$ cat src/pkg/pirc_pkg.sv
// Purpose: Shared constants and carrier types for the port interrupt and reset control block.
// Assumes: Classic Wishbone with 32-bit data; every register uses the low byte of its word.
// Notes:   Offsets are byte addresses, and each channel block repeats at a fixed stride.
package pirc_pkg;

    localparam int          ADR_W        = 8;
    localparam logic [7:0]  CH_STRIDE    = 8'h10;
    localparam logic [7:0]  OFS_IER      = 8'h00;
    localparam logic [7:0]  OFS_MODEM    = 8'h04;
    localparam logic [7:0]  OFS_LSR      = 8'h08;
    localparam logic [7:0]  OFS_SVC      = 8'h0c;
    localparam logic [7:0]  OFS_RUN      = 8'h20;
    localparam logic [7:0]  OFS_PWDATA   = 8'h24;
    localparam logic [7:0]  OFS_PWCTRL   = 8'h28;
    localparam logic [7:0]  OFS_PSTAT    = 8'h2c;
    localparam logic [7:0]  OFS_PRDATA   = 8'h30;

    localparam logic [7:0]  LSR_RST      = 8'h60;
    localparam logic [7:0]  BYTE_RST     = 8'h00;
    localparam int          LSR_TX_HOLDING_EMPTY_FLAG_BIT = 5;
    localparam int          MODEM_DTR    = 0;
    localparam int          MODEM_RTS    = 1;
    localparam int          MODEM_OUT1   = 2;
    localparam int          MODEM_IRQEN  = 3;
    localparam int          MODEM_LOOP   = 4;
    localparam int          PW_IRQEN     = 4;
    localparam int          PW_DIR       = 5;
    localparam int          SVC_TX_HOLDING_EMPTY_FLAG     = 1;
    localparam int          N_CH         = 2;
    localparam int          PIN_W        = 12;

    typedef struct packed {
        logic              cyc;
        logic              stb;
        logic              we;
        logic [ADR_W-1:0]  adr;
        logic [3:0]        sel;
        logic [31:0]       dat;
    } pirc_wb_req_t;

endpackage

$ cat src/verilog/pirc_sync2.sv
// Purpose: Two flip-flop synchroniser for pin inputs.
// Assumes: Each bit is an independent level; no bus coherence is needed.
// Notes:   The first stage is read only by the second stage.
`timescale 1ns/1ps
module pirc_sync2 #(
    parameter int W = 1
) (
    input  wire logic         clk,
    input  wire logic         rst,
    input  wire logic [W-1:0] d,
    output logic      [W-1:0] q
);
    logic [W-1:0] meta_r;

    always_ff @(posedge clk) begin
        if (rst) begin
            meta_r <= '0;
            q      <= '0;
        end else begin
            meta_r <= d;
            q      <= meta_r;
        end
    end
endmodule

$ cat src/verilog/pirc_top.sv
// Purpose: Serial and printer interrupt outputs, reset state and parallel port direction.
// Assumes: Pins except print_flag_in pass a two-flop synchroniser; channel status inputs come from logic on clk.
// Notes:   Three-state pins are split into value and active-low enable.
// Notes on behaviour
// RL1: Serial interrupt pin is driven only while modem control bit 3 is set.
// RL2: Serial interrupt goes high when any enabled channel condition is active.
// RL3: Serial interrupt holds until the host services its source; the code holds only the holding-empty source, the others follow their inputs.
// RL4: Serial interrupt pins float while reset is applied.
// RL5: Printer interrupt is active high and set on a rising acknowledge edge.
// RL6: Printer interrupt pin is driven only while write control bit 4 is set.
// RL7: Printer interrupt pin floats on reset.
// RL8: Eight parallel data lines form a byte port usable in both directions.
// RL9: The printer drives media empty high when out of paper.
// RL10: With enhanced select low the write data always drives the data lines; the code releases them while reset is applied.
// RL11: With enhanced select high the direction bit steers the data lines.
// RL12: Boards normally tie enhanced select low for a plain printer.
// RL13: Reset suspends all serial receive and transmit activity.
// RL14: Reset clears modem control and returns every modem output inactive.
// RL15: Reset clears line status except both transmitter empty flags, which set.
// RL16: After reset the channels stay idle until the host enables them again.
// RL17: Source select low follows acknowledge; high follows the printer status flag.
// RL18: Terminal ready outputs go high, inactive, on reset.
// RL19: Request to send outputs go high, inactive, on reset.
// RL20: Transmit lines sit at mark level while reset is applied.
// RL21: An enabled serial interrupt pin with nothing pending is driven low.
`timescale 1ns/1ps
module pirc_top
    import pirc_pkg::*;
(
    input  wire logic                  clk,
    input  wire logic                  rst,
    input  wire pirc_wb_req_t          wb_req,
    output logic                       wb_ack,
    output logic [31:0]                wb_dat_o,
    input  wire logic [N_CH-1:0][7:0]  line_status_in,
    input  wire logic [N_CH-1:0]       modem_delta_in,
    input  wire logic [N_CH-1:0]       tx_data_in,
    output logic [N_CH-1:0]            serial_tx_lines,
    output logic [N_CH-1:0]            serial_active,
    output logic [N_CH-1:0]            dtr_n,
    output logic [N_CH-1:0]            rts_n,
    output logic [N_CH-1:0]            out1_n,
    output logic [N_CH-1:0]            loop_mode,
    output logic [N_CH-1:0]            serial_irq_outputs,
    output logic [N_CH-1:0]            serial_irq_oe_n,
    output logic                       printer_irq_output,
    output logic                       printer_irq_oe_n,
    input  wire logic                  ack_pin,
    input  wire logic                  media_empty_input,
    input  wire logic                  enhanced_port_select,
    input  wire logic                  printer_irq_source_select,
    input  wire logic                  print_flag_in,
    input  wire logic [7:0]            parallel_data_lines_i,
    output logic [7:0]                 parallel_data_lines_o,
    output logic                       parallel_data_lines_oe_n
);

    // Synchronised pins.
    logic [PIN_W-1:0] pins_s;
    logic [7:0]       pd_s;
    logic             ack_s;
    logic             media_s;
    logic             enh_s;
    logic             src_s;

    // Software state.
    logic [N_CH-1:0][3:0] irq_enable_r;
    logic [N_CH-1:0][4:0] modem_control_reg_r;
    logic [N_CH-1:0][7:0] line_status_r;
    logic [N_CH-1:0]      run_r;
    logic [7:0]           pw_data_r;
    logic [7:0]           pw_ctrl_r;

    // Hardware state.
    logic [N_CH-1:0]      tx_holding_empty_flag_prev_r;
    logic [N_CH-1:0]      tx_holding_empty_flag_pend_r;
    logic [N_CH-1:0]      serial_irq_r;
    logic                 ack_prev_r;
    logic                 prt_latch_r;
    logic                 prt_irq_r;
    logic                 ack_r;
    logic [31:0]          rdata_r;

    // Decode.
    logic                 req;
    logic                 wr_now;
    logic                 rd_now;
    logic [7:0]           wbyte;
    logic                 pd_drive;
    logic [N_CH-1:0][3:0] cond;

    pirc_sync2 #(
        .W (PIN_W)
    ) u_sync (
        .clk (clk),
        .rst (rst),
        .d   ({src_pin_cat(printer_irq_source_select, enhanced_port_select, media_empty_input, ack_pin),
                parallel_data_lines_i}),
        .q   (pins_s)
    );

    function automatic logic [3:0] src_pin_cat(input logic a, input logic b, input logic c, input logic d);
        src_pin_cat = {a, b, c, d};
    endfunction

    assign pd_s    = pins_s[7:0];
    assign ack_s   = pins_s[8];
    assign media_s = pins_s[9];
    assign enh_s   = pins_s[10];
    assign src_s   = pins_s[11];

    // True when the address hits the given register of the given channel.
    function automatic logic ch_hit(input logic [ADR_W-1:0] a, input int ch, input logic [7:0] ofs);
        ch_hit = (a == 8'(ch * 16) + ofs);
    endfunction

    // The write and its side effects land on the edge at which the master sees ack.
    assign req    = wb_req.cyc && wb_req.stb;
    assign wr_now = req && wb_req.we && ack_r && wb_req.sel[0];
    assign rd_now = req && !wb_req.we && ack_r;
    assign wbyte  = wb_req.dat[7:0];

    // One wait cycle keeps the read mux off the combinational path to the master.
    always_ff @(posedge clk) begin
        if (rst) begin
            ack_r <= 1'b0;
        end else begin
            ack_r <= req && !ack_r;
        end
    end
    assign wb_ack = ack_r;

    always_ff @(posedge clk) begin
        if (rst) begin
            rdata_r <= 32'h0000_0000;
        end else if (req && !ack_r) begin
            rdata_r <= 32'h0000_0000;
            for (int c = 0; c < N_CH; c++) begin
                if (ch_hit(wb_req.adr, c, OFS_IER)) begin
                    rdata_r[3:0] <= irq_enable_r[c];
                end
                if (ch_hit(wb_req.adr, c, OFS_MODEM)) begin
                    rdata_r[4:0] <= modem_control_reg_r[c];
                end
                if (ch_hit(wb_req.adr, c, OFS_LSR)) begin
                    rdata_r[7:0] <= line_status_r[c];
                end
                if (ch_hit(wb_req.adr, c, OFS_SVC)) begin
                    rdata_r[4:0] <= {serial_irq_r[c], cond[c]};
                end
            end
            unique case (wb_req.adr)
                OFS_RUN:    rdata_r[N_CH-1:0] <= run_r;
                OFS_PWDATA: rdata_r[7:0] <= pw_data_r;
                OFS_PWCTRL: rdata_r[7:0] <= pw_ctrl_r;
                OFS_PSTAT:  rdata_r[6:0] <= {pd_drive, src_s, enh_s, prt_latch_r, print_flag_in, media_s, ack_s};
                OFS_PRDATA: rdata_r[7:0] <= pd_s;
                default:    ;
            endcase
        end
    end
    assign wb_dat_o = rdata_r;

    // Per-channel control and status.
    always_ff @(posedge clk) begin
        for (int c = 0; c < N_CH; c++) begin
            if (rst) begin
                irq_enable_r[c]        <= 4'h0;
                modem_control_reg_r[c] <= 5'h00;                    // [RL14]
                line_status_r[c]       <= LSR_RST;                  // [RL15]
                run_r[c]               <= 1'b0;                     // [RL13] [RL16]
            end else begin
                line_status_r[c] <= line_status_in[c];
                if (wr_now && ch_hit(wb_req.adr, c, OFS_IER)) begin
                    irq_enable_r[c] <= wbyte[3:0];
                end
                if (wr_now && ch_hit(wb_req.adr, c, OFS_MODEM)) begin
                    modem_control_reg_r[c] <= wbyte[4:0];
                end
                if (wr_now && wb_req.adr == OFS_RUN) begin
                    run_r[c] <= wbyte[c];                           // [RL16]
                end
            end
        end
    end

    // The holding-empty condition is sticky so a host that misses the edge still sees it.
    always_ff @(posedge clk) begin
        for (int c = 0; c < N_CH; c++) begin
            if (rst) begin
                tx_holding_empty_flag_prev_r[c] <= 1'b1;
                tx_holding_empty_flag_pend_r[c] <= 1'b0;
            end else begin
                tx_holding_empty_flag_prev_r[c] <= line_status_r[c][LSR_TX_HOLDING_EMPTY_FLAG_BIT];
                if (line_status_r[c][LSR_TX_HOLDING_EMPTY_FLAG_BIT] && !tx_holding_empty_flag_prev_r[c]) begin
                    tx_holding_empty_flag_pend_r[c] <= 1'b1;                         // [RL3]
                end else if (wr_now && ch_hit(wb_req.adr, c, OFS_SVC) && wbyte[SVC_TX_HOLDING_EMPTY_FLAG]) begin
                    tx_holding_empty_flag_pend_r[c] <= 1'b0;                         // [RL3]
                end
            end
        end
    end

    always_comb begin
        for (int c = 0; c < N_CH; c++) begin
            cond[c] = {modem_delta_in[c], |line_status_r[c][4:1], tx_holding_empty_flag_pend_r[c], line_status_r[c][0]};
        end
    end

    always_ff @(posedge clk) begin
        for (int c = 0; c < N_CH; c++) begin
            if (rst) begin
                serial_irq_r[c] <= 1'b0;
            end else begin
                serial_irq_r[c] <= |(irq_enable_r[c] & cond[c]);   // [RL2] [RL21]
            end
        end
    end

    always_comb begin
        for (int c = 0; c < N_CH; c++) begin
            serial_irq_outputs[c] = serial_irq_r[c];
            serial_irq_oe_n[c]    = rst || !modem_control_reg_r[c][MODEM_IRQEN]; // [RL1] [RL4]
            dtr_n[c]              = !modem_control_reg_r[c][MODEM_DTR];  // [RL18]
            rts_n[c]              = !modem_control_reg_r[c][MODEM_RTS];  // [RL19]
            out1_n[c]             = !modem_control_reg_r[c][MODEM_OUT1]; // [RL14]
            loop_mode[c]          = modem_control_reg_r[c][MODEM_LOOP];
            serial_active[c]      = run_r[c] && !rst;                    // [RL13]
            serial_tx_lines[c]    = (rst || !run_r[c] || loop_mode[c]) ? 1'b1 : tx_data_in[c]; // [RL20]
        end
    end

    // Printer port registers.
    always_ff @(posedge clk) begin
        if (rst) begin
            pw_data_r <= BYTE_RST;
            pw_ctrl_r <= BYTE_RST;
        end else begin
            if (wr_now && wb_req.adr == OFS_PWDATA) begin
                pw_data_r <= wbyte;
            end
            if (wr_now && wb_req.adr == OFS_PWCTRL) begin
                pw_ctrl_r <= wbyte;
            end
        end
    end

    // The latch keeps a short acknowledge pulse visible until the status register is read.
    always_ff @(posedge clk) begin
        if (rst) begin
            ack_prev_r  <= 1'b0;
            prt_latch_r <= 1'b0;
        end else begin
            ack_prev_r <= ack_s;
            if (ack_s && !ack_prev_r) begin
                prt_latch_r <= 1'b1;                                // [RL5]
            end else if (rd_now && wb_req.adr == OFS_PSTAT) begin
                prt_latch_r <= 1'b0;
            end
        end
    end

    always_ff @(posedge clk) begin
        if (rst) begin
            prt_irq_r <= 1'b0;
        end else begin
            prt_irq_r <= src_s ? print_flag_in : prt_latch_r;      // [RL17]
        end
    end

    assign printer_irq_output = prt_irq_r;
    assign printer_irq_oe_n   = rst || !pw_ctrl_r[PW_IRQEN];        // [RL6] [RL7]

    // A high direction bit turns the port around only in enhanced mode.
    assign pd_drive                 = !enh_s || !pw_ctrl_r[PW_DIR]; // [RL8] [RL10] [RL11] [RL12]
    assign parallel_data_lines_o    = pw_data_r;                    // [RL10]
    assign parallel_data_lines_oe_n = rst || !pd_drive;             // [RL8]
endmodule

$ cat config.mk
export PLATFORM = sky130hd
export DESIGN_NAME = pirc_top
export DESIGN_NICKNAME = d
export VERILOG_FILES = /design/src/pkg/pirc_pkg.sv /design/src/verilog/pirc_sync2.sv /design/src/verilog/pirc_top.sv
export SDC_FILE = /design/constraint.sdc
export NUM_CORES = 1
export LEC_CHECK = 0
export BUFFER_PORTS_ARGS = -buffer_cell sky130_fd_sc_hd__clkbuf_2
export CAP_MARGIN = 20
export CORE_MARGIN = 8
export CORE_UTILIZATION = 51
export DETAILED_ROUTE_END_ITERATION = 10
export GPL_TIMING_DRIVEN = 0
export HOLD_SLACK_MARGIN = 0.05
export PLACE_DENSITY = 0.82
export SLEW_MARGIN = 20
export SYNTH_ARGS = -nofsm -noshare
export SYNTH_HDL_FRONTEND = slang
export SYNTH_SLANG_ARGS = --single-unit
$ cat constraint.sdc
create_clock -name clk -period 2 [get_ports clk]
set_input_delay 0.2 -clock clk [delete_from_list [all_inputs] [get_ports clk]]
set_output_delay 0.2 -clock clk [all_outputs]
set_load 0.02 [all_outputs]
After elaboration in Yosys (flattened, before gate mapping) --
Index checks and enable logic that the tools add are counted.
Storage, ports and cells: bits in latches 0, memories 0, word-level logic and storage cells 115, bits in registers 94, bits in writable memories 0, bits in read-only memories 0
Cells by class: $lt $le $gt $ge 0, muxes and demuxes 20, bitwise gates (word level) 2, multipliers 0, add/subtract/negate cells 0, equality and inequality tests 12, shift-type cells 0, reduce and logical (&&, ||, !) cells 61, div/mod/pow operators 0
Operators by type and width (number):
- 8-bit by 6-bit equality test with 1-bit output (second input constant) | 5
- 8-bit by 5-bit equality test with 1-bit output (second input constant) | 4
- 1-bit logical AND | 24
- 1-bit zero test | 20
- 5-bit two-way mux | 4
- 5-bit case mux with 4 select lines | 1
- 8-bit by 4-bit equality test with 1-bit output (second input constant) | 2
- 8-bit two-way mux | 2
- 4-bit OR reduction | 4
- 2-bit case mux with 5 select lines | 1
- 1-bit logical OR | 9
- 1-bit two-way mux | 9
- 4-bit AND | 2
- 8-bit by 3-bit equality test with 1-bit output (second input constant) | 1
- 8-bit zero test | 1
- 4-bit two-way mux | 2
- 2-bit nonzero test | 3
- 1-bit case mux with 3 select lines | 1

Depth between registers and ports, before layout --
word-level depth 10, gate-level depth with buffers 7, mapped depth without buffers 4

Cells and area by module --
From an unflattened synthesis, not the netlist that was laid out.
Second synthesis, totals: cells, all modules 431, area total of the unflattened synthesis 4197.8 sq um
Modules (own cells, without submodules):
- pirc_top | cells each 381, times used 1, area each 3504.6 sq um
- pirc_sync2 | cells each 50, times used 1, area each 693.2 sq um

Least setup slack after synthesis --
No wires, ideal clock.
path kind register to register, start reg ack_r, in the netlist wb_ack, end reg pw_data_r[7], in the netlist parallel_data_lines_o[7], clock period less this slack 2.006 ns, stages on the path, launching flop included 5, arrival 1.878 ns, slack -0.006 ns, required time 1.872 ns, cells stage by stage dfxtp_1 -> nand3_1 -> nor4_4 -> mux2i_1 -> nor2_1
On the way: word-level cells in the longest chain between the ends 3
RTL lines:
- start, declared | RTL line pirc_top.sv:81 | logic ack_r;
- start signal, assigned | RTL line pirc_top.sv:128 | ack_r <= req && !ack_r;
- 1-bit logical AND (2 in a row) | RTL line pirc_top.sv:119 | assign wr_now = req && wb_req.we && ack_r && wb_req.sel[0];
- 1-bit logical AND | RTL line pirc_top.sv:239 | if (wr_now && wb_req.adr == OFS_PWDATA) begin
- end signal, assigned | RTL line pirc_top.sv:240 | pw_data_r <= wbyte;
- end, declared | RTL line pirc_top.sv:71 | logic [7:0] pw_data_r;
No other way between the ends. A chain may end at the register's enable or synchronous reset.

Worst setup path in the final report --
start reg ack_r, in the netlist wb_ack, end reg modem_control_reg_r[7] (netlist bit)
On the way: word-level cells in the longest chain between the ends 3
RTL lines:
- 1-bit logical AND (2 in a row) | RTL line pirc_top.sv:119
- 1-bit logical AND | RTL line pirc_top.sv:177 | if (wr_now && ch_hit(wb_req.adr, c, OFS_MODEM)) begin
- end signal, assigned by index | RTL line pirc_top.sv:178 | modem_control_reg_r[c] <= wbyte[4:0];
- end, declared | RTL line pirc_top.sv:68 | logic [N_CH-1:0][4:0] modem_control_reg_r;
No other way between the ends.

==> impl_metrics.csv <==
group,metric,value,unit
worst_setup_path,crit_buf_inv,0,
worst_hold_path,hold_path_class,"input pin to flip-flop",
synthesis,synth_area_per_cell,9.49,µm²
timing,max_slew.worst_pin.slew,0.937,ns
power_and_ir_drop,clkPwrFrac,37.3,%
layout,fillers,707,
routing,wirelength,13400,µm
place,placedInstanceArea,4960,µm²
global_routing,first_global_vias,3799,
global_routing,grt_busiest_layer,"met2",
cts,clkTransAtPathRegs,0.10,ns
timing,setup_slack,0.154,ns
layout,finalInstanceArea,5410,µm²
power_and_ir_drop,p_sw_share,25.5,%
synthesis,synthFlopType,"dfxtp_1",
global_routing,overflow,0,
worst_setup_path,crit_slowest_cell,"nor4_4",
job,drv_cap,0,
power_and_ir_drop,leakagePower,2.20,nW
cts,cts_tree,"yes",
power_and_ir_drop,combPwrFrac,11.8,%
routing,num_vias,3905,
global_routing,grt_util_all_layers,22.7,%
die,fp.dieH,108,µm
synthesis,synth_fa_ha_area_share,0,%
place,hpwl,10100,µm
synthesis,synth_edf_count,0,
timing,setup_violations,0,
worst_setup_path,path_class,"flip-flop to flip-flop",
synthesis,synth_common_cells,"dfxtp_1, mux2i_1, nor2b_1, nor2_1, buf_4",
layout,syn_to_final_growth,25.1,%
synthesis,synthMuxAreaShare,11.8,%
cts,worstSkewPairLatency,0.36,ns
cts,cts_sinks,94,
worst_setup_path,arrival,2.07,ns
place,post-place-ws,-0.389,ns
timing,period_share,92.3,%
synthesis,synth_seq_cells,94,
synthesis,yosys_warnings,0,
synthesis,synth_top_cell_area_share,43.5,%
cts,htreeDepth,3,
die,rows,33,
synthesis,yosysSeqAreaShare,43.5,%
synthesis,syn_area,4330,µm²
place,dp_cells,667,
timing,post-route-min-period,1.85,ns
layout,drive_above_1_share,27.6,%
power_and_ir_drop,power_frac_seq,51.0,%
global_routing,use_met3,5.06,%
routing,initialDrtViolationCount,259,
global_routing,grt_max_degree,17,
die,io_pins,142,
place,port-buffer-count,83,
worst_setup_path,crit_family,"simple AND/OR/NAND/NOR gates",
timing,finalHoldViolCount,0,
routing,drt_pass1_iterations,5,
die,initial_core_util,52.6,%
worst_setup_path,crit_fanout,10,
timing,fin_skew,0.0140,ns
timing,rsz0062_at_grt,"no",
timing,slew_headroom,36.9,%
power_and_ir_drop,ir_drop,0.000536,V
synthesis,synth-simple-area-share,24.0,%
global_routing,grt_pass1_wl,20500,µm
power_and_ir_drop,p_per_area,707,nW/µm²
synthesis,synth_cell_types,60,
timing,hold_ws,0.0476,ns
global_routing,grt_use_met1,27.3,%
worst_setup_path,worstPathRequired,2.22,ns
worst_setup_path,critPathCaptureType,"flip-flop",
cts,cts_buffer_depth,2,
synthesis,synth.most_common_cell,"dfxtp_1",
synthesis,synthArstFlopShare,0,%
layout,nNetsFinal,672,
place,place.gp.congestion,0.920,
layout,final_core_utilization,65.9,%
cts,cts_inserted_buffers,9,
synthesis,postSynthCellCount,456,
worst_setup_path,path_cells,"nand3_2 -> nor4_4 -> mux2i_1 -> nor2_1",
routing,drc,0,
routing,drtAntennaViolNets,0,
layout,diodes,0,
worst_setup_path,max_stage_delay,0.59,ns
synthesis,synth_top_family_by_area,"simple AND/OR/NAND/NOR gates",
die,dieArea,11700,µm²
layout,finalNonFillerCells,700,
synthesis,yosysTopAreaCell,"dfxtp_1",
timing,slew_violations,0,
global_routing,antenna_found_initial,0,
worst_setup_path,start_kind,"flip-flop",
outcome,status,"finished, final reports clean",
synthesis,synth_area_leaders,"dfxtp_1, mux2i_1, nor2b_1",
synthesis,synth_xor_area_share,0,%
synthesis,synth_compound_area_share,11.7,%
routing,viasPerCell,5.58,
die,die_w,108,µm
global_routing,use_met2,38.4,%
routing,avgRoutedWirePerCell,19.2,µm
power_and_ir_drop,switchingPower,0.975,mW
timing,max_freq,542,MHz
die,core,8220,µm²
timing,tns,0,ns
cts,root_buffer,"clkbuf_8",
power_and_ir_drop,intPower,2.85,mW
power_and_ir_drop,total_power,3.83,mW
final timing paths:
check	start	end	slack (ns)	cells after the start
worst max-delay path	wb_ack$_SDFF_PP0_	modem_control_reg_r[7]$_SDFFE_PP0P_	0.15	4
worst min-delay path	parallel_data_lines_i[6]	u_sync.meta_r[6]$_SDFF_PP0_	0.05	2
worst min register to register	u_sync.meta_r[9]$_SDFF_PP0_	u_sync.q[9]$_SDFF_PP0_	0.44	1
worst max register to register	wb_ack$_SDFF_PP0_	modem_control_reg_r[7]$_SDFFE_PP0P_	0.15	4
layout make-up:
class / count / area [µm²] / share of cell area, %
multi-input combinational: 317 / 2180 / 40.2
sequential: 94 / 1880 / 34.8
timing repair buffer: 101 / 616 / 11.4
buffer: 54 / 332 / 6.13
clock buffer: 10 / 138 / 2.54
tap: 105 / 131 / 2.43
clock inverter: 6 / 90.1 / 1.66
inverter: 13 / 48.8 / 0.902
layer usage:
metal	part of all wire, %	routed length, µm	vias up
met3	9.6	1290	27
met5	0	0	-
li1	-	-	1839
met1	40	5300	1833
met4	2.7	364	0
met2	48	6460	206
logic make-up after synthesis:
family,count (synthesis)
flip-flops,94
AO/OA/AOI/OAI,73
other,1
AND/OR/NAND/NOR,172
buffers and inverters,68
multiplexers,48
state kept, by name, summed over array words and instances (netlist names), 8 cells and up:
register / count
line_status_r: 14
u_sync.meta_r: 12
u_sync.q: 12
irq_enable_r: 8
modem_control_reg_r: 8
parallel_data_lines_o: 8
pw_ctrl_r: 8
wb_dat_o: 8
timing repair:
action	in CTS	in global routing
pin swaps	2	0
hold endpoints to repair	16	0
resized for setup	2	1
gates cloned	0	0
endpoints found under the setup margin	25	3
hold buffers	16	0
buffers inserted	2	0
layout by cell type (no fill, tap or decap), types with 4 or more instances in the layout:
| master | instances |
|---|---|
| inv_1 | 13 |
| nor3_1 | 6 |
| clkbuf_2 | 84 |
| buf_2 | 6 |
| nor2b_1 | 43 |
| o21ai_0 | 18 |
| a21oi_1 | 12 |
| nor4_1 | 5 |
| conb_1 | 24 |
| buf_1 | 4 |
| nand2b_1 | 5 |
| or2_2 | 7 |
| nor2_1 | 42 |
| a22oi_1 | 4 |
| mux2i_1 | 43 |
| dlygate4sd3_1 | 16 |
| clkbuf_8 | 10 |
| clkbuf_1 | 14 |
| nand2_1 | 13 |
| buf_4 | 26 |
| nand3_1 | 16 |
| nor4_4 | 5 |
| nor3b_1 | 4 |
| nand4_1 | 4 |
| dfxtp_1 | 94 |
worst reg2reg max path: stages, from the launching register on:
cell	delay (ns)
dfxtp_1	0.41
nand3_2	0.36
nor4_4	0.60
mux2i_1	0.28
nor2_1	0.06
power groups by stage:
stage | combinational (mW) | sequential (mW) | clock (mW)
final | 0.451 | 1.95 | 1.43
after floorplan | 0.270 | 1.99 | 0
after CTS | 0.440 | 1.95 | 1.43
after global routing | 0.485 | 1.95 | 1.52
after detailed placement | 0.413 | 1.99 | 0
after global placement | 0.410 | 1.99 | 0
Power figures use the tool's default switching activity.
